===== src/logic/sts_pkg.sv =====
package sts_pkg;

  // Data path widths.
  localparam int SAMPLE_W = 16;
  localparam int ADDR_W = 16;
  localparam int LEN_W = ADDR_W + 1;
  localparam int SEG_W = 16;
  localparam int PCT_W = 16;
  localparam int REF_W = 8;
  localparam int HEV_W = 20;
  localparam int HT_W = 32;
  localparam int TC_W = 32;

  // Memory size in samples and the segment limits.
  localparam int MEM_DEPTH = 65536;
  localparam logic [SEG_W-1:0] SEG_MIN = 16'h0001;
  localparam logic [SEG_W-1:0] SEG_MAX = 16'h8000;

  // Event holdoff limits.
  localparam logic [HEV_W-1:0] HOLDOFF_EV_MIN = 20'h00001;
  localparam logic [HEV_W-1:0] HOLDOFF_EV_MAX = 20'hfffff;

  // Percentage scale and the reference position after reset.
  localparam logic [31:0] PCT_FULL = 32'h00000064;
  localparam logic [REF_W-1:0] REF_DEFAULT = 8'h32;
  localparam logic [REF_W-1:0] REF_MAX = 8'h64;

  // Buffer between the sample stream and the memory port.
  localparam int FIFO_DEPTH = 4;

  // Edge selection.
  typedef enum logic [1:0] {EDGE_NONE, EDGE_RISE, EDGE_FALL, EDGE_BOTH} sts_edge_t;

  // Gating source selection.
  typedef enum logic [1:0] {GATE_IN3_HIGH, GATE_IN3_LOW, GATE_IN4_HIGH, GATE_IN4_LOW} sts_gate_t;

  // Holdoff measure.
  typedef enum logic {HOLD_TIME, HOLD_EVENTS} sts_hold_t;

  // Capture sequencer states.
  typedef enum logic [2:0] {ST_IDLE, ST_CALC1, ST_CALC2, ST_FILL, ST_WAIT, ST_POST} sts_state_t;

endpackage


===== src/logic/sts_fifo.sv =====
`timescale 1ns/1ps
module sts_fifo #(
  parameter int WIDTH = 32,
  parameter int DEPTH = 4
) (
  // Clock and reset.
  input wire logic clk_sys,
  input wire logic resetn,
  // Filling side.
  input wire logic inValid,
  output logic inReady,
  input wire logic [WIDTH-1:0] inData,
  // Draining side.
  output logic outValid,
  input wire logic outReady,
  output logic [WIDTH-1:0] outData
);

  localparam int PW = $clog2(DEPTH);

  // Refuse depths that the pointer arithmetic cannot serve.
  if (DEPTH < 2 || (1 << PW) != DEPTH || WIDTH < 1) begin : g_bad
    $error("sts_fifo: DEPTH must be a power of two of at least 2");
  end

  logic [WIDTH-1:0] mem [DEPTH];
  logic [PW:0] wrPtrQ;
  logic [PW:0] rdPtrQ;
  logic push;
  logic pop;

  // Pointers carry one extra bit so full and empty differ.
  assign inReady = (wrPtrQ[PW] == rdPtrQ[PW]) || (wrPtrQ[PW-1:0] != rdPtrQ[PW-1:0]);
  assign outValid = wrPtrQ != rdPtrQ;
  assign outData = mem[rdPtrQ[PW-1:0]];
  assign push = inValid && inReady;
  assign pop = outValid && outReady;

  // Pointer update.
  always_ff @(posedge clk_sys or negedge resetn) begin
    if (!resetn) begin
      wrPtrQ <= '0;
      rdPtrQ <= '0;
    end else begin
      if (push) wrPtrQ <= wrPtrQ + 1'b1;
      if (pop) rdPtrQ <= rdPtrQ + 1'b1;
    end
  end

  // Storage is written only on an accepted word.
  always_ff @(posedge clk_sys) begin
    if (push) mem[wrPtrQ[PW-1:0]] <= inData;
  end

endmodule // sts_fifo


===== src/logic/sts_trigger_segmenter.sv =====
// How it works
// - After firing, rearm only once the source left the level by the hysteresis.
// - Zero hysteresis rearms with no excursion beyond the level.
// - Rearm direction follows edge; hysteresis magnitude is unsigned, hence positive.
// - Relative hysteresis is percent of full scale; above one hundred allowed.
// - Gate source: input 3 high, 3 low, 4 high or 4 low.
// - Gating enable qualifies trigger events; clear means gating ignored.
// - Holdoff mode chooses time or event count.
// - Time holdoff keeps recording disarmed for the holdoff time after a recording.
// - Event holdoff 1 to 1048575; Nth event records, one records every event.
// - Reference position is a percent of the window, default fifty.
// - Positive delay shortens pre-trigger data, negative delay lengthens it.
// - Segmented mode captures successive shots back to back into memory.
// - Segments 1 to 32768; shot length limited to memory over segments.
// - Trigger events since last start are counted and readable.
// - Trigger disabled means shots are captured continuously.
// - Edge choice: none, rising, falling, or either.
`timescale 1ns/1ps
module sts_trigger_segmenter #(
  parameter int MEM_DEPTH = sts_pkg::MEM_DEPTH,
  parameter int FIFO_DEPTH = sts_pkg::FIFO_DEPTH
) (
  // Clock and reset.
  input wire logic clk_sys,
  input wire logic resetn,
  // Sample stream.
  input wire logic sampleValid,
  input wire logic signed [sts_pkg::SAMPLE_W-1:0] sampleData,
  // Auxiliary trigger inputs.
  input wire logic trigIn3,
  input wire logic trigIn4,
  // Acquisition control.
  input wire logic acqStart,
  input wire logic acqStop,
  // Trigger settings.
  input wire logic trigEnable,
  input wire sts_pkg::sts_edge_t edgeSel,
  input wire logic signed [sts_pkg::SAMPLE_W-1:0] trigLevel,
  input wire logic hystRelative,
  input wire logic [sts_pkg::SAMPLE_W-1:0] hystAbs,
  input wire logic [sts_pkg::PCT_W-1:0] hystPct,
  input wire logic [sts_pkg::SAMPLE_W-1:0] fullScale,
  input wire logic gateEnable,
  input wire sts_pkg::sts_gate_t gateSel,
  input wire sts_pkg::sts_hold_t holdoffMode,
  input wire logic [sts_pkg::HT_W-1:0] holdoffCycles,
  input wire logic [sts_pkg::HEV_W-1:0] holdoffEvents,
  // Window settings.
  input wire logic [sts_pkg::REF_W-1:0] refPct,
  input wire logic signed [sts_pkg::LEN_W-1:0] trigDelay,
  input wire logic [sts_pkg::LEN_W-1:0] shotLength,
  input wire logic segEnable,
  input wire logic [sts_pkg::SEG_W-1:0] segCount,
  // Memory write port.
  output logic memWrEn,
  output logic [sts_pkg::ADDR_W-1:0] memAddr,
  output logic [sts_pkg::SAMPLE_W-1:0] memData,
  input wire logic memReady,
  // Status.
  output logic acqBusy,
  output logic acqDone,
  output logic trigEventPulse,
  output logic [sts_pkg::TC_W-1:0] trigCount,
  output logic [sts_pkg::SEG_W-1:0] segIndex,
  output logic shotDone,
  output logic [sts_pkg::ADDR_W-1:0] shotStartAddr,
  output logic dataLost
);

  localparam int W = sts_pkg::SAMPLE_W;
  localparam int AW = sts_pkg::ADDR_W;
  localparam int LW = sts_pkg::LEN_W;
  localparam int FW = AW + W;
  localparam logic [LW-1:0] MEM_LEN = LW'(MEM_DEPTH);
  localparam logic [LW-1:0] LEN_ONE = 17'h00001;
  localparam logic [W-1:0] HYST_MAX = 16'hffff;

  // Memory must cover at least one sample per segment and fit the address.
  if (MEM_DEPTH < 32768 || MEM_DEPTH > (1 << AW) || FIFO_DEPTH < 2) begin : g_bad
    $error("sts_trigger_segmenter: MEM_DEPTH or FIFO_DEPTH out of range");
  end

  sts_pkg::sts_state_t stateQ;
  logic [AW-1:0] segBaseQ;
  logic [sts_pkg::SEG_W-1:0] segIdxQ;
  logic [sts_pkg::SEG_W-1:0] segTotalQ;
  logic [LW-1:0] segLenQ;
  logic [LW-1:0] lenQ;
  logic [LW-1:0] preQ;
  logic [LW-1:0] wOffQ;
  logic [LW-1:0] fillCntQ;
  logic [LW-1:0] postLeftQ;
  logic armLoQ;
  logic armHiQ;
  logic [sts_pkg::HT_W-1:0] holdTimerQ;
  logic [sts_pkg::HEV_W-1:0] evCntQ;
  logic firstQ;
  logic [W-1:0] hystQ;
  logic fifoInReady;
  logic fifoOutValid;
  logic fifoOutReady;
  logic [FW-1:0] fifoOutData;

  // Sample handling: a sample is dropped only while writing and the buffer is full.
  logic writing;
  logic take;
  logic evalStep;
  assign writing = stateQ == sts_pkg::ST_FILL || stateQ == sts_pkg::ST_WAIT || stateQ == sts_pkg::ST_POST;
  assign take = sampleValid && writing && fifoInReady;
  assign evalStep = sampleValid && (fifoInReady || !writing);

  // Hysteresis magnitude, absolute or as a clamped percentage of full scale.
  logic [31:0] hystProd;
  logic [31:0] hystRel;
  logic [W-1:0] hystD;
  assign hystProd = 32'(fullScale) * 32'(hystPct);
  assign hystRel = hystProd / sts_pkg::PCT_FULL;
  assign hystD = hystRelative ? ((hystRel > 32'(HYST_MAX)) ? HYST_MAX : hystRel[W-1:0]) : hystAbs;

  // Thresholds widened by two bits so level plus hysteresis cannot wrap.
  logic signed [W+1:0] sampleX;
  logic signed [W+1:0] levelX;
  logic signed [W+1:0] lowThr;
  logic signed [W+1:0] highThr;
  assign sampleX = {{2{sampleData[W-1]}}, sampleData};
  assign levelX = {{2{trigLevel[W-1]}}, trigLevel};
  assign lowThr = levelX - $signed({2'b00, hystQ});
  assign highThr = levelX + $signed({2'b00, hystQ});

  // Level crossing from an armed side.
  logic fireRise;
  logic fireFall;
  logic fire;
  logic gateOk;
  logic trigEvent;
  assign fireRise = armLoQ && sampleX >= levelX && (edgeSel == sts_pkg::EDGE_RISE || edgeSel == sts_pkg::EDGE_BOTH);
  assign fireFall = armHiQ && sampleX <= levelX && (edgeSel == sts_pkg::EDGE_FALL || edgeSel == sts_pkg::EDGE_BOTH);
  assign fire = fireRise || fireFall;

  // Gate condition from the chosen auxiliary input.
  always_comb begin
    case (gateSel)
      sts_pkg::GATE_IN3_HIGH: gateOk = trigIn3;
      sts_pkg::GATE_IN3_LOW: gateOk = !trigIn3;
      sts_pkg::GATE_IN4_HIGH: gateOk = trigIn4;
      default: gateOk = !trigIn4;
    endcase
    if (!gateEnable) gateOk = 1'b1;
  end

  assign trigEvent = evalStep && acqBusy && trigEnable && fire && gateOk;

  // Holdoff readiness and the recording decision.
  logic [sts_pkg::HEV_W-1:0] evNeed;
  logic holdReady;
  logic recordTrig;
  assign evNeed = (holdoffEvents < sts_pkg::HOLDOFF_EV_MIN) ? sts_pkg::HOLDOFF_EV_MIN : holdoffEvents;
  always_comb begin
    if (holdoffMode == sts_pkg::HOLD_TIME) begin
      holdReady = holdTimerQ == '0;
    end else begin
      holdReady = firstQ || (evCntQ + 1'b1) >= evNeed;
    end
  end
  assign recordTrig = stateQ == sts_pkg::ST_WAIT && take && (trigEnable ? trigEvent && holdReady : 1'b1);

  // Setup arithmetic: segment size, shot length and pre-trigger count.
  logic [sts_pkg::SEG_W-1:0] segTotalD;
  logic [LW-1:0] segLenD;
  logic [LW-1:0] shotD;
  logic [LW-1:0] lenD;
  localparam int REF_W_HELPER = sts_pkg::REF_W;
  logic [REF_W_HELPER-1:0] refD;
  logic [LW+REF_W_HELPER-1:0] preProd;
  logic signed [LW+REF_W_HELPER+1:0] preS;
  logic [LW-1:0] preD;
  always_comb begin
    segTotalD = sts_pkg::SEG_MIN;
    if (segEnable) begin
      segTotalD = (segCount < sts_pkg::SEG_MIN) ? sts_pkg::SEG_MIN : segCount;
      if (segTotalD > sts_pkg::SEG_MAX) segTotalD = sts_pkg::SEG_MAX;
    end
  end
  assign segLenD = MEM_LEN / LW'(segTotalQ);
  assign shotD = (shotLength < LEN_ONE) ? LEN_ONE : shotLength;
  assign lenD = (shotD > segLenQ) ? segLenQ : shotD;
  assign refD = (refPct > sts_pkg::REF_MAX) ? sts_pkg::REF_MAX : refPct;
  assign preProd = (LW + REF_W_HELPER)'((LW + REF_W_HELPER)'(lenD) * (LW + REF_W_HELPER)'(refD)
                   / (LW + REF_W_HELPER)'(sts_pkg::PCT_FULL));
  assign preS = $signed({2'b00, preProd}) - (LW + REF_W_HELPER + 2)'(trigDelay);
  always_comb begin
    if (preS < 0) begin
      preD = '0;
    end else if (preS > $signed((LW + REF_W_HELPER + 2)'(lenD - LEN_ONE))) begin
      preD = lenD - LEN_ONE;
    end else begin
      preD = preS[LW-1:0];
    end
  end

  // Ring offset of the next sample inside the current segment.
  logic [LW-1:0] wOffNext;
  logic [LW-1:0] startOff;
  logic lastSeg;
  assign wOffNext = (wOffQ + LEN_ONE >= lenQ) ? '0 : wOffQ + LEN_ONE;
  assign startOff = (wOffQ >= preQ) ? wOffQ - preQ : wOffQ + lenQ - preQ;
  assign lastSeg = segIdxQ + 1'b1 >= segTotalQ;

  // Capture sequencing: setup, pre-trigger fill, trigger wait, post-trigger, segments.
  always_ff @(posedge clk_sys or negedge resetn) begin
    if (!resetn) begin
      stateQ <= sts_pkg::ST_IDLE;
      segBaseQ <= '0;
      segIdxQ <= '0;
      segTotalQ <= sts_pkg::SEG_MIN;
      segLenQ <= '0;
      lenQ <= LEN_ONE;
      preQ <= '0;
      wOffQ <= '0;
      fillCntQ <= '0;
      postLeftQ <= '0;
      shotStartAddr <= '0;
    end else if (acqStop) begin
      stateQ <= sts_pkg::ST_IDLE;
    end else begin
      case (stateQ)
        sts_pkg::ST_IDLE: begin
          if (acqStart) begin
            segTotalQ <= segTotalD;
            stateQ <= sts_pkg::ST_CALC1;
          end
        end
        sts_pkg::ST_CALC1: begin
          segLenQ <= segLenD;
          stateQ <= sts_pkg::ST_CALC2;
        end
        sts_pkg::ST_CALC2: begin
          lenQ <= lenD;
          preQ <= preD;
          segBaseQ <= '0;
          segIdxQ <= '0;
          wOffQ <= '0;
          fillCntQ <= '0;
          stateQ <= (preD == '0) ? sts_pkg::ST_WAIT : sts_pkg::ST_FILL;
        end
        sts_pkg::ST_FILL: begin
          if (take) begin
            wOffQ <= wOffNext;
            fillCntQ <= fillCntQ + LEN_ONE;
            if (fillCntQ + LEN_ONE >= preQ) stateQ <= sts_pkg::ST_WAIT;
          end
        end
        sts_pkg::ST_WAIT: begin
          if (take) wOffQ <= wOffNext;
          if (recordTrig) begin
            shotStartAddr <= segBaseQ + startOff[AW-1:0];
            postLeftQ <= lenQ - preQ - LEN_ONE;
            stateQ <= sts_pkg::ST_POST;
            if (lenQ - preQ == LEN_ONE) begin
              stateQ <= lastSeg ? sts_pkg::ST_IDLE : ((preQ == '0) ? sts_pkg::ST_WAIT : sts_pkg::ST_FILL);
              segBaseQ <= segBaseQ + segLenQ[AW-1:0];
              segIdxQ <= segIdxQ + 1'b1;
              wOffQ <= '0;
              fillCntQ <= '0;
            end
          end
        end
        sts_pkg::ST_POST: begin
          if (take) begin
            wOffQ <= wOffNext;
            postLeftQ <= postLeftQ - LEN_ONE;
            if (postLeftQ == LEN_ONE) begin
              // Next segment starts at once for minimal dead time.
              stateQ <= lastSeg ? sts_pkg::ST_IDLE : ((preQ == '0) ? sts_pkg::ST_WAIT : sts_pkg::ST_FILL);
              segBaseQ <= segBaseQ + segLenQ[AW-1:0];
              segIdxQ <= segIdxQ + 1'b1;
              wOffQ <= '0;
              fillCntQ <= '0;
            end
          end
        end
        default: stateQ <= sts_pkg::ST_IDLE;
      endcase
    end
  end

  // Arming on both sides of the level; firing disarms until the excursion repeats.
  always_ff @(posedge clk_sys or negedge resetn) begin
    if (!resetn) begin
      armLoQ <= 1'b0;
      armHiQ <= 1'b0;
      hystQ <= '0;
    end else begin
      hystQ <= hystD;
      if (acqStart && stateQ == sts_pkg::ST_IDLE) begin
        armLoQ <= 1'b0;
        armHiQ <= 1'b0;
      end else if (evalStep) begin
        if (fire) begin
          armLoQ <= 1'b0;
          armHiQ <= 1'b0;
        end else begin
          // With zero hysteresis the thresholds equal the level itself.
          if (sampleX <= lowThr) armLoQ <= 1'b1;
          if (sampleX >= highThr) armHiQ <= 1'b1;
        end
      end
    end
  end

  // Holdoff timer and event counter, both restarted by each recording.
  always_ff @(posedge clk_sys or negedge resetn) begin
    if (!resetn) begin
      holdTimerQ <= '0;
      evCntQ <= '0;
      firstQ <= 1'b1;
    end else if (acqStart && stateQ == sts_pkg::ST_IDLE) begin
      holdTimerQ <= '0;
      evCntQ <= '0;
      firstQ <= 1'b1;
    end else if (recordTrig) begin
      holdTimerQ <= holdoffCycles;
      evCntQ <= '0;
      firstQ <= 1'b0;
    end else begin
      if (holdTimerQ != '0) holdTimerQ <= holdTimerQ - 1'b1;
      if (trigEvent && evCntQ != sts_pkg::HOLDOFF_EV_MAX) evCntQ <= evCntQ + 1'b1;
    end
  end

  // Status: event count, busy, done, loss; a loss in the start cycle still sets the flag.
  always_ff @(posedge clk_sys or negedge resetn) begin
    if (!resetn) begin
      trigCount <= '0;
      trigEventPulse <= 1'b0;
      acqBusy <= 1'b0;
      acqDone <= 1'b0;
      shotDone <= 1'b0;
      segIndex <= '0;
      dataLost <= 1'b0;
    end else begin
      trigEventPulse <= trigEvent;
      if (acqStart && stateQ == sts_pkg::ST_IDLE && !acqStop) begin
        trigCount <= '0;
        acqBusy <= 1'b1;
        acqDone <= 1'b0;
      end else begin
        if (trigEvent) trigCount <= trigCount + 1'b1;
        if (acqStop) acqBusy <= 1'b0;
        if (acqBusy && stateQ == sts_pkg::ST_IDLE && !acqStop) begin
          acqBusy <= 1'b0;
          acqDone <= 1'b1;
        end
      end
      shotDone <= segIdxQ != segIndex && stateQ != sts_pkg::ST_CALC2;
      segIndex <= segIdxQ;
      if (sampleValid && writing && !fifoInReady) begin
        dataLost <= 1'b1;
      end else if (acqStart && stateQ == sts_pkg::ST_IDLE) begin
        dataLost <= 1'b0;
      end
    end
  end

  sts_fifo #(
    .WIDTH(FW),
    .DEPTH(FIFO_DEPTH)
  ) u_fifo (
    .clk_sys(clk_sys),
    .resetn(resetn),
    .inValid(take),
    .inReady(fifoInReady),
    .inData({segBaseQ + wOffQ[AW-1:0], sampleData}),
    .outValid(fifoOutValid),
    .outReady(fifoOutReady),
    .outData(fifoOutData)
  );

  // Output stage holds a word until memory accepts it.
  assign fifoOutReady = !memWrEn || memReady;
  always_ff @(posedge clk_sys or negedge resetn) begin
    if (!resetn) begin
      memWrEn <= 1'b0;
      memAddr <= '0;
      memData <= '0;
    end else if (fifoOutReady) begin
      memWrEn <= fifoOutValid;
      if (fifoOutValid) begin
        memAddr <= fifoOutData[FW-1:W];
        memData <= fifoOutData[W-1:0];
      end
    end
  end

endmodule // sts_trigger_segmenter


===== config.mk =====
export PLATFORM = sky130hd
export DESIGN_NAME = sts_trigger_segmenter
export DESIGN_NICKNAME = d
export VERILOG_FILES = /design/src/logic/sts_pkg.sv /design/src/logic/sts_fifo.sv /design/src/logic/sts_trigger_segmenter.sv
export SDC_FILE = /design/constraint.sdc
export NUM_CORES = 2
export LEC_CHECK = 0
export BUFFER_PORTS_ARGS = -buffer_cell sky130_fd_sc_hd__buf_2
export CAP_MARGIN = 0
export CORE_MARGIN = 3
export CORE_UTILIZATION = 30
export DETAILED_ROUTE_END_ITERATION = 8
export SLEW_MARGIN = 10
export SYNTH_ARGS = -nofsm -noshare
export SYNTH_HDL_FRONTEND = slang
export SYNTH_SLANG_ARGS = --single-unit

===== constraint.sdc =====
create_clock -name clk_sys -period 68.8 [get_ports clk_sys]
set_input_delay 6.88 -clock clk_sys [delete_from_list [all_inputs] [get_ports clk_sys]]
set_output_delay 6.88 -clock clk_sys [all_outputs]
set_load 0.01 [all_outputs]

=== Word-level counts from Yosys, hierarchy flattened ===
Memory sizes are Yosys's and may differ from the RTL's. A register that Yosys moved wholly into a read port is not among the register bits.
Index checks and enable logic that the tools add are counted.

* Input bits: 207
* Word-level logic and storage cells: 254
* Memories: 1
* Output and inout port bits: 102
* Flip-flop bits (word level): 300
* RAM bits: 128

{| class="wikitable"
|+ Memory list
! memory !! words !! bits a word !! rd ports !! clocked after Yosys merged registers in !! write ports !! RTL line !! text
|-
| u_fifo.mem || 4 || 32 || 1 || 1 || 1 || sts_fifo.sv:26 || <nowiki>logic [WIDTH-1:0] mem [DEPTH];</nowiki>
|}

* Mux-type cells: 81
* Reduce and logical (&&, ||, !) cells: 70
* Equality and inequality tests: 29
* Divide/modulo/power cells: 3
* Magnitude comparators: 18
* Add/sub/neg operators: 22
* Multipliers: 2
* Bitwise gates (word level): 1

{| class="wikitable"
|+ Operators by type and width
! cell !! number
|-
| $mux 17 || 17
|-
| $mux 16 || 14
|-
| $mux 32 || 5
|-
| $pmux 17 s4 || 2
|-
| $pmux 16 s3 || 2
|-
| $mux 20 || 4
|-
| $add 16x16->16 || 4
|-
| $ge 17x17->1 || 3
|-
| $sub 17x1->17 const B || 3
|-
| $add 17x1->17 const B || 2
|-
| $eq 17x1->1 const B || 2
|-
| $logic_not 17->1 || 2
|-
| $pmux 17 s2 || 1
|-
| $mux 3 || 11
|-
| $add 32x1->32 const B || 1
|-
| $div 32x7->32 const B || 1
|-
| $ge 16x16->1 || 2
|-
| $gt 32x16->1 const B || 1
|-
| $logic_not 32->1 || 1
|-
| $mul 16x16->32 || 1
|-
| $reduce_bool 32->1 || 1
|-
| $sub 16x16->16 || 2
|-
| $sub 32x1->32 const B || 1
|-
| $gt 27x18->1 || 1
|-
| 54 further kinds || 142
|}

=== Depth between registers and ports, before layout ===
* Depth in word-level cells: 16
* Mapped depth: 231
* Gate-level depth less buffers: 218

=== Cells and area by module ===
Synthesis repeated with hierarchy kept, for this count alone.

* Cells, all modules: 7,181
* Area, all modules: 59,971.3 um^2

{| class="wikitable"
|+ By module, submodules not included
! module !! instances !! cells each !! area an instance (um^2) !! seq. area each (um^2)
|-
| sts_trigger_segmenter || 1 || 6,966 || 54,867.6 || 8,161.6
|-
| sts_fifo || 1 || 215 || 5,103.6 || 3,993.8
|}

=== Least setup slack after synthesis ===
Ideal clock, no wire load.

* Kind: reg-to-reg
* From: reg segTotalQ[15] (netlist name)
* To: reg segLenQ[0]
* Slack: 32.085 ns
* Buffers on the path: 16
* Setup time: 0.140 ns
* Data required time: 68.660 ns
* Data arrival time: 36.575 ns
* Period minus slack after synthesis: 36.715 ns
* Cell stages (with the launch flop): 228
* Cells stage by stage: dfrtp_1 > nor3_1 > nand2_1 > nor4_1 > nand2_1 > or4_1 > or3_1 > nor2_1 > nand3_1 > ha_1 > nand2_1 > o21ai_0 > o21ai_0 > nand2_1 > ha_1 > a21oi_1 > nor2_1 > nor2_1 > (+192 left out) > clkbuf_1 > nor2_1 > ha_1 > a21o_1 > a21oi_1 > nor2b_1 > o21ai_0 > nand2b_1 > a21oi_1 > nor2b_1 > o21ai_0 > nand2b_1 > a21oi_1 > o21ai_0 > a21o_1 > a21o_1 > a2111oi_0 > a31oi_1

* Word-level cells in the longest chain between the ends: 1

{| class="wikitable"
|+ RTL lines
! what !! RTL line !! text
|-
| from (decl) || sts_trigger_segmenter.sv:86 || <nowiki>logic [sts_pkg::SEG_W-1:0] segTotalQ;</nowiki>
|-
| from (signal assigned) || sts_trigger_segmenter.sv:215 || <nowiki>segTotalQ <= sts_pkg::SEG_MIN;</nowiki>
|-
| from (signal assigned) || sts_trigger_segmenter.sv:229 || <nowiki>segTotalQ <= segTotalD;</nowiki>
|-
| $div 17x16->17 || sts_trigger_segmenter.sv:184 || <nowiki>assign segLenD = MEM_LEN / LW'(segTotalQ);</nowiki>
|-
| to (signal assigned) || sts_trigger_segmenter.sv:234 || <nowiki>segLenQ <= segLenD;</nowiki>
|-
| to (decl) || sts_trigger_segmenter.sv:87 || <nowiki>logic [LW-1:0] segLenQ;</nowiki>
|}

No other way between the ends.
A chain may end at the register's enable or synchronous reset.

=== Worst setup path in the final report ===
Ends and elaborated chain as after synthesis.

==> impl_metrics.csv <==
group,metric,value,unit
logic_synthesis,ys_ff_latch,460,
clock_tree,clock_sinks,460,
routing,finalWirelength,175000,um
cells_and_area,fillers,20700,
global_routing,met2_usage,29.0,%
cells_and_area,drive_above_1_share,9.63,%
clock_tree,cts_tree,"yes",
logic_synthesis,synth.cell_area,59900,um2
flow_run,drv_cap,0,
cells_and_area,final_cell_count_no_fill,10100,
critical_path,rr_endpoint,"segLenQ[0]",
critical_path,path_max_fanout,30,
clock_tree,cts_max_path_buffers,3,
routing,ant_nets,0,
logic_synthesis,synth-xor-area-share,7.36,%
critical_path,critPathSlowestCell,"or4_1",
placement,place_inst,9974,
logic_synthesis,synth_edf_count,128,
logic_synthesis,synth-main-ff-cell,"dfrtp_1",
global_routing,grt_pass1_wl,281000,um
critical_path,rrSetupSlack,27750,ps
critical_path,crit_path_start_kind,"register",
logic_synthesis,synth_cell_types,136,
critical_path,slowest_delay,710,ps
routing,drtPass1Iterations,7,
critical_path,r2r_cells,216,
global_routing,grt_max_degree,94,
timing,rsz0062_at_grt,"false",
clock_tree,clk_pin_slew_worst_paths,70,ps
critical_path,critPathMostFrequentCell,"a21o_1",
hold_path,min-delay-start,"firstQ",
routing,route.detailed.drc,0,
global_routing,busiest_layer,"met2",
placement,dp_hpwl,138000,um
floorplanning,ioPinCount,309,
global_routing,gr-total-overflow,0,
critical_path,reg2reg_from,"segTotalQ[15]",
timing,layout_min_cycle_time,41050,ps
logic_synthesis,synth_warnings,0,
timing,max_slew_margin,15.1,%
cells_and_area,syn2layout_area_growth,9.96,%
timing,setup_slack,27750,ps
logic_synthesis,netlist_instances,7230,
critical_path,worstPathRequired,69280,ps
critical_path,worstPathArrival,41540,ps
logic_synthesis,synth_fa_ha_area_share,23.2,%
timing,finClkSkew,20.6,ps
clock_tree,cts_made_buffers,50,
routing,vias,52700,
clock_tree,post_cts_resize_count,0,
timing,finalHoldViolCount,0,
clock_tree,cts_setup_buffers,0,
floorplanning,core_area,198000,um2
critical_path,critical_path.endpoint_type,"register",
logic_synthesis,synthSimpleGateAreaFrac,18.5,%
floorplanning,die_area,205000,um2
global_routing,use_met1,21.3,%
placement,gp_congestion,0.911,
hold_path,holdPathStages,2,
cells_and_area,layout.nets,8512,
global_routing,antenna_found_initial,11,
timing,drv_slew,0,
routing,viasPerCell,5.23,
routing,wl_per_cell,17.3,um
logic_synthesis,postSynth.asyncResetShare,72.2,%
timing,fmax,24.4,MHz
timing,final.setup.tns,0,ps
timing,setup_viol,0,
logic_synthesis,synth.area.mux_share,3.50,%
critical_path,path_class,"reg2reg",
floorplanning,die_x,453,um
logic_synthesis,synth_top_family_by_area,"adder cells",
global_routing,grtUsageTotal,16.6,%
clock_tree,cts-htree-levels,2,
clock_tree,ctsHoldBuffers,0,
floorplanning,num_rows,163,
placement,pre_cts_slack,27530,ps
clock_tree,clock_latency,620,ps
timing,fin_crit_sh,59.7,%
timing,tightestPinTransition,1270,ps
floorplanning,die_h,453,um
placement,io_buffers,308,
hold_path,hold_path_end,"firstQ",
logic_synthesis,synth-compound-area-share,20.9,%
floorplanning,start_util,30.3,%
global_routing,grt_pass1_vias,52000,
logic_synthesis,ys_seq_area_share,20.3,%
hold_path,hold_path_class,"reg2reg",
routing,first_iter_violations,3799,
outcome,outcome,"complete, no violations",
logic_synthesis,post_synth.cell_area_avg,8.29,um2
global_routing,grt_util_met3,1.41,%
clock_tree,root_buffer,"clkbuf_16",
==> cell usage in the layout (no fill, tap or decap), types with 128 or more instances in the layout <==
cell type	instances
a21o_1	180
a21oi_1	474
and2_1	195
buf_2	307
dfrtp_1	328
edfxtp_1	128
fa_1	307
ha_1	612
inv_1	689
nand2_1	747
nand3_1	153
nor2_1	541
nor3_1	132
o21ai_0	435
xnor2_1	321
xor2_1	168
==> synth_stat cells, types with 87 or more instances <==
library cell | number | area [um2]
nor2_1 | 543 | 2040
nor3_1 | 135 | 676
nand2b_1 | 104 | 651
a21o_1 | 180 | 1350
o21ai_0 | 437 | 2190
o21bai_1 | 87 | 653
dfrtp_1 | 329 | 8230
inv_1 | 689 | 2590
ha_1 | 612 | 7660
nand3_1 | 154 | 771
xnor2_1 | 321 | 2810
nand2_1 | 748 | 2810
and2_1 | 196 | 1230
fa_1 | 307 | 6150
clkbuf_1 | 221 | 830
edfxtp_1 | 128 | 3840
xor2_1 | 168 | 1470
a21oi_1 | 478 | 2390
==> layer usage <==
layer	wire length [um]	up-vias
li1	-	25700
met1	76200	25400
met2	84800	1330
met3	7040	272
met4	6610	0
met5	0	-
==> kinds of logic (layout without fill, tap and decap cells) <==
family / count (synthesis) / in the layout
AOI/OAI and AO/OA: 1900 / 1900
xor gates and xnor gates: 496 / 496
adders and majority gates: 930 / 930
buffers and inverters: 964 / 1146
DFF: 460 / 460
muxes: 158 / 158
other: 2 / 26
and+or+nand+nor: 2320 / 2320
==> state kept, by name, summed over array words and instances (netlist names), 3 cells and up <==
register	count
segLenQ	17
wOffQ	17
fillCntQ	17
u_fifo.mem	128
segIndex	16
u_fifo.rdPtrQ	3
preQ	17
stateQ	3
segTotalQ	16
shotStartAddr	16
evCntQ	20
postLeftQ	17
segBaseQ	16
memData	16
trigCount	32
lenQ	17
segIdxQ	16
hystQ	16
memAddr	16
holdTimerQ	32
u_fifo.wrPtrQ	3
==> metrics by stage <==
step	utilization (%)	cell area [um2]	hold slack, ps
6_report	33.3	65900	475
5_1_grt	33.3	65900	489
4_1_cts	33.3	65900	470
3_5_place_dp	32.4	64200	458
3_3_place_gp	32.4	64200	458
2_1_floorplan	-	60000	376
==> worst max-delay path by stage <==
| stage | depth (start not counted) | endpoint | from | slack (ps) |
|---|---|---|---|---|
| floorplan | 227 | segLenQ[0] | segTotalQ[15] | 32080 |
| global placement | 218 | segLenQ[0] | segTotalQ[15] | 28440 |
| detailed placement | 216 | segLenQ[0] | segTotalQ[15] | 27530 |
| CTS | 216 | segLenQ[0] | segTotalQ[15] | 27400 |
| global route | 218 | segLenQ[0] | segTotalQ[15] | 23750 |
| finish | 216 | segLenQ[0] | segTotalQ[15] | 27750 |
==> worst max-delay path, delay by kind of cell (launching register included) <==
kind                       cells  cell delay (ps)
AOI/OAI and AO/OA            125            20950
and+or+nand+nor               61            12140
DFF                            1              440
buffers and inverters          9             1240
muxes                          5             1090
adders and majority gates     16             5010
==> area by class of cell <==
cell class,count,area [um2],area share (%)
multi-input cells,5821,44200,67.1
well taps,2640,3300,5.01
diodes,9,22.5,0.0342
clock inverters,28,263,0.399
inverters,690,2590,3.93
clock buffers,65,1390,2.11
flip-flops and latches,460,12200,18.5
repair buffers,363,1960,2.98
Power is left out: the tool's default activity adds up to more than one toggle a clock period on the data nets, which glitch-free logic cannot reach.
